$ cat src/gpx_pkg.sv
// Purpose: shared constants for the two-group gpio port block
// Assumes: apb with 32-bit data, one aligned word per register
// Notes: group one registers sit one group stride above group zero
package gpx_pkg;
	localparam int NUM_GROUPS = 2;
	localparam int PORTS_PER_GROUP = 8;
	localparam int NUM_PORTS = NUM_GROUPS * PORTS_PER_GROUP;
	localparam int NUM_FUNCS = 4;
	// per-group register offsets, group g adds g * GROUP_STRIDE
	localparam logic [6:0] GROUP_STRIDE = 7'h20;
	localparam logic [2:0] IDX_IO_ENABLE = 3'h0;
	localparam logic [2:0] IDX_RESISTOR = 3'h1;
	localparam logic [2:0] IDX_FUNC_ENABLE = 3'h2;
	localparam logic [2:0] IDX_FUNC_SELECT = 3'h3;
	localparam logic [2:0] IDX_DATA = 3'h4;
	localparam logic [2:0] IDX_FILTER_ENABLE = 3'h5;
	localparam logic [2:0] IDX_IRQ_CTRL = 3'h6;
	localparam logic [2:0] IDX_IRQ_FLAG = 3'h7;
	// common registers
	localparam logic [6:0] OFS_CLOCK_CONFIG = 7'h40;
	localparam logic [6:0] OFS_WRITE_GUARD = 7'h44;
	localparam logic [6:0] OFS_GROUP_SUMMARY = 7'h48;
	// field positions
	localparam int POS_HIGH_BYTE = 8;
	localparam int POS_CLOCK_SOURCE = 4;
	localparam int DIV_WIDTH = 4;
	// reset values
	localparam logic [15:0] RST_OUTPUT_ENABLE = 16'hFF00;
	localparam logic [15:0] RST_ZERO16 = 16'h0000;
	localparam logic [31:0] RST_ZERO32 = 32'h0000_0000;
	localparam logic [15:0] UNLOCK_KEY = 16'h0096;
	// filter needs this many equal samples, spanning 2 to 3 periods
	localparam int FILTER_TAPS = 3;
endpackage

$ cat src/gpx_port_top.sv
// Purpose: two groups of eight gpio ports with pulls, filter, function mux and edge flags
// Assumes: apb slave on ref_clk, pins and slow clock arrive asynchronously
// Notes: zero wait-state apb, pin outputs follow registers one cycle later
// Overview of operation
// - Two groups, zero and one, of eight individually controlled ports each.
// - Reset: group zero floats, group one drives low, pulls and inputs off, gpio.
// - Reset configuration holds until software writes new values.
// - Each port has a two-bit selector among four peripheral functions.
// - Function enable 0 keeps gpio, 1 routes to the selected peripheral.
// - With a peripheral enabled, the peripheral drives and enables the pin.
// - Gpio with output enabled drives the pin from the output data bit.
// - Reading the data register returns the pin level, 1 high, for ports with input enabled, else 0.
// - Output enabled forces pulls off; otherwise pull enable and direction apply.
// - Pull direction and pull enable are chosen per port.
// - Per-port filter enable passes the input through the filter.
// - Filter samples over 2 to 3 gpio clock periods, rejecting shorter pulses.
// - Shared gpio clock comes from a source select bit and four-bit divider.
// - Clock settings change only after key 0x0096; any other key relocks.
// - With the filter off, the input works without the gpio clock.
// - Flag sets on the selected edge of a gpio port, 1 falling, 0 rising; write 1 clears.
// - A port requests an interrupt only when flagged and enabled.
// - Group summary sets for enabled flagged ports and clears with the flag.
//
// Added by the designer: the register addresses and the APB register port.
`timescale 1ns/1ps
module gpx_port_top (
	// clock and reset
	input wire logic ref_clk,
	input wire logic rst_n,
	// apb slave
	input wire logic psel,
	input wire logic penable,
	input wire logic pwrite,
	input wire logic [6:0] paddr,
	input wire logic [31:0] pwdata,
	output logic [31:0] prdata,
	output logic pready,
	output logic pslverr,
	// pins, group zero in bits 7:0, group one in bits 15:8
	input wire logic [gpx_pkg::NUM_PORTS-1:0] padIn,
	output logic [gpx_pkg::NUM_PORTS-1:0] padOut,
	output logic [gpx_pkg::NUM_PORTS-1:0] padOe,
	output logic [gpx_pkg::NUM_PORTS-1:0] pullUpEn,
	output logic [gpx_pkg::NUM_PORTS-1:0] pullDownEn,
	// alternate gpio clock source pin
	input wire logic slowClkIn,
	// peripherals, function f of port p at index p*4+f
	input wire logic [gpx_pkg::NUM_PORTS*gpx_pkg::NUM_FUNCS-1:0] periphOut,
	input wire logic [gpx_pkg::NUM_PORTS*gpx_pkg::NUM_FUNCS-1:0] periphOe,
	output logic [gpx_pkg::NUM_PORTS-1:0] periphIn,
	// per-group interrupt requests
	output logic [gpx_pkg::NUM_GROUPS-1:0] portIrq
);
	import gpx_pkg::*;

	// configuration registers, port p of group g at bit g*8+p
	logic [15:0] inEnReg, outEnReg, pullEnReg, pullDirReg, funcEnReg, outValReg, filtEnReg, irqEnReg, edgeSelReg;
	logic [15:0] irqFlagReg;
	logic [31:0] funcSelReg;
	logic [DIV_WIDTH-1:0] clkDivReg;
	logic clkSrcReg, unlockedReg;
	logic [15:0] syncAReg, syncBReg, prevInReg;
	logic slowAReg, slowBReg, slowCReg;
	logic [15:0] divCntReg;
	logic [15:0] filtered, inVal, edgeEvt, flagClr, padOutNext, padOeNext, puNext, pdNext, periphInNext;
	logic tick, srcTick;
	logic [15:0] divMask;

	// apb decode
	logic setup, wrAcc;
	logic grp, inGroupSpace, mapped;
	logic [2:0] idx;
	logic [31:0] rdNext;
	assign setup = psel && !penable;
	assign wrAcc = psel && penable && pwrite && pready;
	assign grp = paddr[5];
	assign idx = paddr[4:2];
	assign inGroupSpace = (paddr < OFS_CLOCK_CONFIG) && (paddr[1:0] == 2'b00);
	assign mapped = inGroupSpace || paddr == OFS_CLOCK_CONFIG || paddr == OFS_WRITE_GUARD
		|| paddr == OFS_GROUP_SUMMARY;

	// write strobe for one group register
	function automatic logic wrGroup(input logic g, input logic [2:0] i);
		return wrAcc && inGroupSpace && grp == g && idx == i;
	endfunction

	// read mux
	always_comb begin
		rdNext = RST_ZERO32;
		if (inGroupSpace) begin
			unique case (idx)
				IDX_IO_ENABLE: rdNext = {16'h0000, outEnReg[grp*8+:8], inEnReg[grp*8+:8]};
				IDX_RESISTOR: rdNext = {16'h0000, pullDirReg[grp*8+:8], pullEnReg[grp*8+:8]};
				IDX_FUNC_ENABLE: rdNext = {24'h00_0000, funcEnReg[grp*8+:8]};
				IDX_FUNC_SELECT: rdNext = {16'h0000, funcSelReg[grp*16+:16]};
				IDX_DATA: rdNext = {16'h0000, inVal[grp*8+:8], outValReg[grp*8+:8]};
				IDX_FILTER_ENABLE: rdNext = {24'h00_0000, filtEnReg[grp*8+:8]};
				IDX_IRQ_CTRL: rdNext = {16'h0000, edgeSelReg[grp*8+:8], irqEnReg[grp*8+:8]};
				IDX_IRQ_FLAG: rdNext = {24'h00_0000, irqFlagReg[grp*8+:8]};
			endcase
		end else if (paddr == OFS_CLOCK_CONFIG) begin
			rdNext = {27'h000_0000, clkSrcReg, clkDivReg};
		end else if (paddr == OFS_WRITE_GUARD) begin
			rdNext = {31'h0000_0000, unlockedReg};
		end else if (paddr == OFS_GROUP_SUMMARY) begin
			rdNext = {30'h0000_0000, portIrq};
		end
	end

	// apb answer: ready in the access cycle, error for unmapped addresses
	always_ff @(posedge ref_clk) begin
		if (!rst_n) begin
			pready <= 1'b0;
			pslverr <= 1'b0;
			prdata <= RST_ZERO32;
		end else begin
			pready <= setup;
			pslverr <= setup && !mapped;
			prdata <= (setup && !pwrite) ? rdNext : RST_ZERO32;
		end
	end

	// per-group configuration registers
	always_ff @(posedge ref_clk) begin
		if (!rst_n) begin
			inEnReg <= RST_ZERO16;
			outEnReg <= RST_OUTPUT_ENABLE;
			pullEnReg <= RST_ZERO16;
			pullDirReg <= RST_ZERO16;
			funcEnReg <= RST_ZERO16;
			funcSelReg <= RST_ZERO32;
			outValReg <= RST_ZERO16;
			filtEnReg <= RST_ZERO16;
			irqEnReg <= RST_ZERO16;
			edgeSelReg <= RST_ZERO16;
		end else begin
			for (int g = 0; g < NUM_GROUPS; g++) begin
				// values only change on a software write
				if (wrGroup(g[0], IDX_IO_ENABLE)) begin
					inEnReg[g*8+:8] <= pwdata[7:0];
					outEnReg[g*8+:8] <= pwdata[POS_HIGH_BYTE+:8];
				end
				if (wrGroup(g[0], IDX_RESISTOR)) begin
					pullEnReg[g*8+:8] <= pwdata[7:0];
					pullDirReg[g*8+:8] <= pwdata[POS_HIGH_BYTE+:8];
				end
				if (wrGroup(g[0], IDX_FUNC_ENABLE)) begin
					funcEnReg[g*8+:8] <= pwdata[7:0];
				end
				if (wrGroup(g[0], IDX_FUNC_SELECT)) begin
					funcSelReg[g*16+:16] <= pwdata[15:0];
				end
				if (wrGroup(g[0], IDX_DATA)) begin
					outValReg[g*8+:8] <= pwdata[7:0];
				end
				if (wrGroup(g[0], IDX_FILTER_ENABLE)) begin
					filtEnReg[g*8+:8] <= pwdata[7:0];
				end
				if (wrGroup(g[0], IDX_IRQ_CTRL)) begin
					irqEnReg[g*8+:8] <= pwdata[7:0];
					edgeSelReg[g*8+:8] <= pwdata[POS_HIGH_BYTE+:8];
				end
			end
		end
	end

	// write guard and protected gpio clock settings
	always_ff @(posedge ref_clk) begin
		if (!rst_n) begin
			unlockedReg <= 1'b0;
			clkSrcReg <= 1'b0;
			clkDivReg <= '0;
		end else begin
			if (wrAcc && paddr == OFS_WRITE_GUARD) begin
				unlockedReg <= pwdata[15:0] == UNLOCK_KEY;
			end
			if (wrAcc && paddr == OFS_CLOCK_CONFIG && unlockedReg) begin
				clkDivReg <= pwdata[DIV_WIDTH-1:0];
				clkSrcReg <= pwdata[POS_CLOCK_SOURCE];
			end
		end
	end

	// gpio tick: source is ref_clk or the synchronised slow clock, divided by 2^div
	assign srcTick = clkSrcReg ? (slowBReg && !slowCReg) : 1'b1;
	assign divMask = 16'(({1'b0, 16'h0001} << clkDivReg) - 17'h0_0001);
	assign tick = srcTick && ((divCntReg & divMask) == divMask);
	always_ff @(posedge ref_clk) begin
		if (!rst_n) begin
			slowAReg <= 1'b0;
			slowBReg <= 1'b0;
			slowCReg <= 1'b0;
			divCntReg <= RST_ZERO16;
		end else begin
			slowAReg <= slowClkIn;
			slowBReg <= slowAReg;
			slowCReg <= slowBReg;
			divCntReg <= srcTick ? divCntReg + 16'h0001 : divCntReg;
		end
	end

	// two-stage pin synchronisers and previous input for edge detection
	always_ff @(posedge ref_clk) begin
		if (!rst_n) begin
			syncAReg <= RST_ZERO16;
			syncBReg <= RST_ZERO16;
			prevInReg <= RST_ZERO16;
		end else begin
			syncAReg <= padIn;
			syncBReg <= syncAReg;
			prevInReg <= inVal;
		end
	end

	// per-port datapath
	assign flagClr = (wrAcc && inGroupSpace && idx == IDX_IRQ_FLAG) ? (grp ? {pwdata[7:0], 8'h00} : {8'h00, pwdata[7:0]})
		: RST_ZERO16;
	for (genvar p = 0; p < NUM_PORTS; p++) begin : g_port
		logic [1:0] fn;
		assign fn = funcSelReg[p*2+:2];
		gpx_glitch_filter u_filter (
			.ref_clk(ref_clk),
			.rst_n(rst_n),
			.enable(filtEnReg[p]),
			.tick(tick),
			.din(syncBReg[p]),
			.dout(filtered[p])
		);
		assign inVal[p] = inEnReg[p] & filtered[p];
		// falling edge when edge select is 1, rising otherwise, gpio ports only
		assign edgeEvt[p] = !funcEnReg[p] && (edgeSelReg[p] ? (prevInReg[p] && !inVal[p])
			: (!prevInReg[p] && inVal[p]));
		assign padOeNext[p] = funcEnReg[p] ? periphOe[p*NUM_FUNCS+fn] : outEnReg[p];
		assign padOutNext[p] = funcEnReg[p] ? periphOut[p*NUM_FUNCS+fn] : outValReg[p];
		assign puNext[p] = pullEnReg[p] && pullDirReg[p] && !padOeNext[p];
		assign pdNext[p] = pullEnReg[p] && !pullDirReg[p] && !padOeNext[p];
		assign periphInNext[p] = funcEnReg[p] && syncBReg[p];
	end

	// registered pin and peripheral outputs
	always_ff @(posedge ref_clk) begin
		if (!rst_n) begin
			padOe <= RST_OUTPUT_ENABLE;
			padOut <= RST_ZERO16;
			pullUpEn <= RST_ZERO16;
			pullDownEn <= RST_ZERO16;
			periphIn <= RST_ZERO16;
		end else begin
			padOe <= padOeNext;
			padOut <= padOutNext;
			pullUpEn <= puNext;
			pullDownEn <= pdNext;
			periphIn <= periphInNext;
		end
	end

	// edge flags, a new edge wins over a clear in the same cycle
	always_ff @(posedge ref_clk) begin
		if (!rst_n) begin
			irqFlagReg <= RST_ZERO16;
		end else begin
			irqFlagReg <= (irqFlagReg & ~flagClr) | edgeEvt;
		end
	end

	// group summary and request, only enabled flags count
	always_ff @(posedge ref_clk) begin
		if (!rst_n) begin
			portIrq <= '0;
		end else begin
			for (int g = 0; g < NUM_GROUPS; g++) begin
				portIrq[g] <= |(irqFlagReg[g*8+:8] & irqEnReg[g*8+:8]);
			end
		end
	end
endmodule

$ cat src/gpx_glitch_filter.sv
// Purpose: per-port glitch filter sampled on the shared gpio tick
// Assumes: tick is a one-cycle pulse on ref_clk
// Notes: bypassed combinationally when disabled, so no tick is needed
`timescale 1ns/1ps
module gpx_glitch_filter #(
	parameter int TAPS = gpx_pkg::FILTER_TAPS
) (
	// clock and reset
	input wire logic ref_clk,
	input wire logic rst_n,
	// control
	input wire logic enable,
	input wire logic tick,
	// data
	input wire logic din,
	output logic dout
);
	import gpx_pkg::*;
	logic [TAPS-1:0] sampleReg;
	logic heldReg;

	// elaboration check: fewer than two taps cannot reject a glitch
	if (TAPS < 2) begin : g_bad_taps
		$error("filter needs at least two taps");
	end

	// shift samples on each tick, follow input while bypassed
	always_ff @(posedge ref_clk) begin
		if (!rst_n) begin
			sampleReg <= '0;
		end else if (!enable) begin
			sampleReg <= {TAPS{din}};
		end else if (tick) begin
			sampleReg <= {sampleReg[TAPS-2:0], din};
		end
	end

	// output changes only once all taps agree, follows input while bypassed
	always_ff @(posedge ref_clk) begin
		if (!rst_n) begin
			heldReg <= 1'b0;
		end else if (!enable) begin
			heldReg <= din;
		end else if (sampleReg == {TAPS{1'b1}}) begin
			heldReg <= 1'b1;
		end else if (sampleReg == {TAPS{1'b0}}) begin
			heldReg <= 1'b0;
		end
	end

	assign dout = enable ? heldReg : din;
endmodule

$ cat config.mk
export PLATFORM = sky130hd
export DESIGN_NAME = gpx_port_top
export DESIGN_NICKNAME = d
export VERILOG_FILES = /design/src/gpx_pkg.sv /design/src/gpx_port_top.sv /design/src/gpx_glitch_filter.sv
export SDC_FILE = /design/constraint.sdc
export NUM_CORES = 1
export LEC_CHECK = 0
export BUFFER_PORTS_ARGS = -buffer_cell sky130_fd_sc_hd__buf_2
export CAP_MARGIN = 40
export CORE_AREA = 2 2 249 251
export CTS_CLUSTER_SIZE = 24
export DETAILED_ROUTE_END_ITERATION = 8
export DIE_AREA = 0 0 251 253
export PLACE_DENSITY = 0.55
export SLEW_MARGIN = 15
export SYNTH_ARGS = -nofsm -noshare
export SYNTH_HDL_FRONTEND = slang
export SYNTH_SLANG_ARGS = --single-unit
$ cat constraint.sdc
create_clock -name ref_clk -period 6.2 [get_ports ref_clk]
set_input_delay 0 -clock ref_clk [delete_from_list [all_inputs] [get_ports ref_clk]]
set_output_delay 0 -clock ref_clk [all_outputs]
set_load 0.01 [all_outputs]
==> results.cfg <==
[clocking]
postCtsSetupBuffers = 0
cts.sinks = 428
root_buffer = clkbuf_16
post_cts_resized = 0
clk_pin_slew_ns = 0.07
cts_inserted_buffers = 49
cts_buffer_depth = 3
cts_tree = done
htree_levels = 2
clk_latency_ns = 0.60

[worst_setup_path]
cp.arrival_ns = 3.59
cp-start-kind = flop
cp_data_required_time_ns = 6.63
cp_slowest_stage_delay_ns = 0.65
slowest_stage = dfxtp_1
timing.rr.end = g_port[5].u_filter.sampleReg[2]$_SDFFE_PN0P_
cp-startpoint = clkDivReg[3]$_SDFFE_PN0P_
path_cells = nor2_1 > nand3b_1 > ha_1 > o21ba_2 > o221a_2 > o32ai_1 > nor4_4 > buf_4 > nor3b_1 > a311oi_1
regToRegSetupSlack_ns = 3.04
critPathKind = flop to flop
crit_path_end_kind = flop
crit_fanout = 80
worstSetupEndpoint = g_port[5].u_filter.sampleReg[2]$_SDFFE_PN0P_
r2r_cells = 10
r2r_start = clkDivReg[3]$_SDFFE_PN0P_

[final_layout]
final.fill_count = 6181
fin_nets = 2648
syn_to_final_growth_pct = 24.87
n_antenna_cell = 0
regArea_mm2 = 0.008568
largest_reg_flops = 48
regMostFlops = g_port.u_filter.sampleReg
reg.largest.list = g_port.u_filter.sampleReg (48), funcSelReg (32)
drive_gt1_share_pct = 18.04
stdcell_count = 3285
multiInputGateArea_mm2 = 0.009174

[timing]
finalSetupTns_ns = 0
rsz0062_at_grt = no
period_share_pct = 50.97
period_needed_ns = 3.160
timing.final.ws_setup_ns = 3.040
drv_slew = 0
setup_violations = 0
final-hold-violation-count = 0
tightestPinTransition_ns = 0.9722
fin_skew_ns = 0.02387
max-slew-margin-rel_pct = 34.59
max_freq_ghz = 0.3164

[pwr]
p_int_uw = 4655
combPwrFrac_pct = 5.8
pwr-share-clk_pct = 48.4
ir_drop_uv = 213.6
power_leakage_uw = 0.008943
p_sw_uw = 1441
p_sw_share_pct = 23.63
seqPwrFrac_pct = 45.8
p_per_area_mw_per_mm2 = 261.9

[synth]
synth-edff-count = 0
ys_seq_area_share_pct = 45.97
syn_area_mm2 = 0.01864
async_reset_ff_share_pct = 0
synth_largest_area_cell = dfxtp_1
avgSynthCellArea_um2 = 8.626
synth_top_area_share_pct = 45.97
ys_types = 65
synth_ff_type = dfxtp_1
netlist_top_cells_area = dfxtp_1 (46%), nand2_1 (8.9%), mux2i_1 (6.9%), a21oi_1 (5.3%), mux4_2 (4.3%)
yosysWarnings = 0
synthCells = 2161
ys_ff_latch = 428

[die]
dieWidth_um = 251
die_h_um = 253
core_mm2 = 0.06103
core.rowCount = 91
start_util_pct = 30.54
ios = 305
die-area_mm2 = 0.06350

[worst_hold_path]
hold_path.class = input pin to flop

[detailed_routing]
drtAntennaViolNets = 0
wl_um = 69480
num_vias = 17120
drtPass1Iterations = 6
vias_per_cell = 5.210
route.detailed.drc = 0
first_iter_violations = 1454
wire_per_inst_um = 21.15

[placement]
port_buffers = 272
place_congestion = 0.9291
hpwl_um = 50180
dp_cells = 3094
pre_cts_ws_ns = 3.113

[job]
drv_cap = 0

[global_route]
grt_usage_pct = 21.24
antenna_found_initial = 1
grt_pass1_wl_um = 102600
overflow = 0
grt_max_degree = 89
grt_pass1_vias = 16660

[run_status]
status = completed
worst min path at each step:
stage,from,to,depth (start not counted)
finish,periphOe[38],padOe[9]$_SDFF_PN1_,4
global route,periphOe[38],padOe[9]$_SDFF_PN1_,4
CTS,periphOe[38],padOe[9]$_SDFF_PN1_,4
detailed placement,padIn[5],syncAReg[5]$_SDFF_PN0_,2
global placement,slowClkIn,slowAReg$_SDFF_PN0_,2
floorplan,slowClkIn,slowAReg$_SDFF_PN0_,1
placed cells by master, fill, tap and decap left out, types with 8 or more instances in the layout:
cell | netlist | routed
a21boi_0 | 9 | 9
a21o_1 | 30 | 30
a21oi_1 | 199 | 199
a221oi_1 | 19 | 19
a22oi_1 | 15 | 15
a311oi_1 | 32 | 32
a31oi_1 | 8 | 8
and2_1 | 40 | 40
and3_1 | 18 | 18
buf_2 | 33 | 271
buf_4 | 16 | 27
clkbuf_1 | 117 | 12
clkbuf_16 | 0 | 49
clkbuf_8 | 0 | 9
clkinv_2 | 0 | 8
conb_1 | 1 | 16
dfxtp_1 | 428 | 428
dlygate4sd3_1 | 0 | 101
inv_1 | 57 | 56
mux2_2 | 15 | 15
mux2i_1 | 128 | 128
mux4_2 | 36 | 36
nand2_1 | 442 | 442
nand2b_1 | 40 | 40
nand3_1 | 63 | 63
nand4_1 | 11 | 11
nor2_1 | 152 | 150
nor3_1 | 14 | 11
nor3b_1 | 33 | 33
o211ai_1 | 12 | 12
o21a_1 | 18 | 18
o21ai_0 | 49 | 49
o22ai_1 | 10 | 10
or3_1 | 27 | 27
xnor2_1 | 8 | 8
synth_stat cells, drive strengths merged, types with 17 or more instances:
cell	instances
o21a	18
nor2	152
dfxtp	428
inv	57
nand2	442
a221oi	20
o21ai	49
nand3	63
nor3	17
buf	59
or3	27
a21o	30
a311oi	32
and2	41
mux4	36
clkbuf	118
and3	18
nor3b	33
mux2i	128
nand2b	40
a21oi	199
metrics by stage:
step	total power, µW	util, %	hold slack, ns	instance area, µm²
floorplan	3022	-	0.1273	18700
global placement	3147	33.56	0.2122	20480
detailed placement	3153	33.79	0.2124	20620
CTS	6161	38.12	0.002411	23260
global route	6302	38.14	0.02314	23280
finish	6096	38.14	0.02081	23280
power by group through the flow:
stage	clock network, µW	registers (µW)	logic [µW]
detailed placement	0	2850	299
floorplan	0	2850	174
global placement	0	2850	294
finish	2950	2790	353
global route	3130	2800	377
CTS	3020	2790	349
timing repair:
item | CTS | global route
hold buffers | 101 | 0
endpoints found under the setup margin | 0 | 0
hold endpoints to repair | 264 | 0
area by class of cell:
cell class / count / area share [%]
Clock buffer: 70 / 5.994
Clock inverter: 19 / 0.9998
Inverter: 57 / 0.9407
Multi-Input combinational cell: 1514 / 39.41
Sequential cell: 428 / 36.81
Tap cell: 790 / 4.247
Timing Repair Buffer: 407 / 11.59
critical path: cells and delay by family, from the launching register on:
family                   cells  cell delay (ns)
buffers and inverters        1             0.35
flip-flops                   1             0.65
AO/OA/AOI/OAI                4             0.97
adder cells (fa/ha/maj)      1             0.34
AND/OR/NAND/NOR              4             0.62
kinds of logic (layout without fill, tap and decap cells):
| kind of cell | Yosys count | count (layout) | share of synthesized area [%] |
|---|---|---|---|
| AOI/OAI and AO/OA | 440 | 440 | 14.92 |
| xor gates and xnor gates | 11 | 11 | 0.5169 |
| adders and majority gates | 2 | 2 | 0.1342 |
| buffers and inverters | 234 | 553 | 5.263 |
| DFF | 428 | 428 | 45.97 |
| muxes | 179 | 179 | 12.13 |
| other | 1 | 16 | 0.02012 |
| and+or+nand+nor | 866 | 866 | 21.05 |
per-layer routing:
layer | vias to the layer above | track usage [%] | share of wire [%]
li1 | 8028 | - | -
met1 | 8337 | 26.71 | 42
met2 | 617 | 36.73 | 49
met3 | 132 | 3.454 | 6.0
met4 | 2 | 7.500 | 3.2
met5 | - | 0 | 0.019
Note: power is estimated with default switching activity, not from simulation.
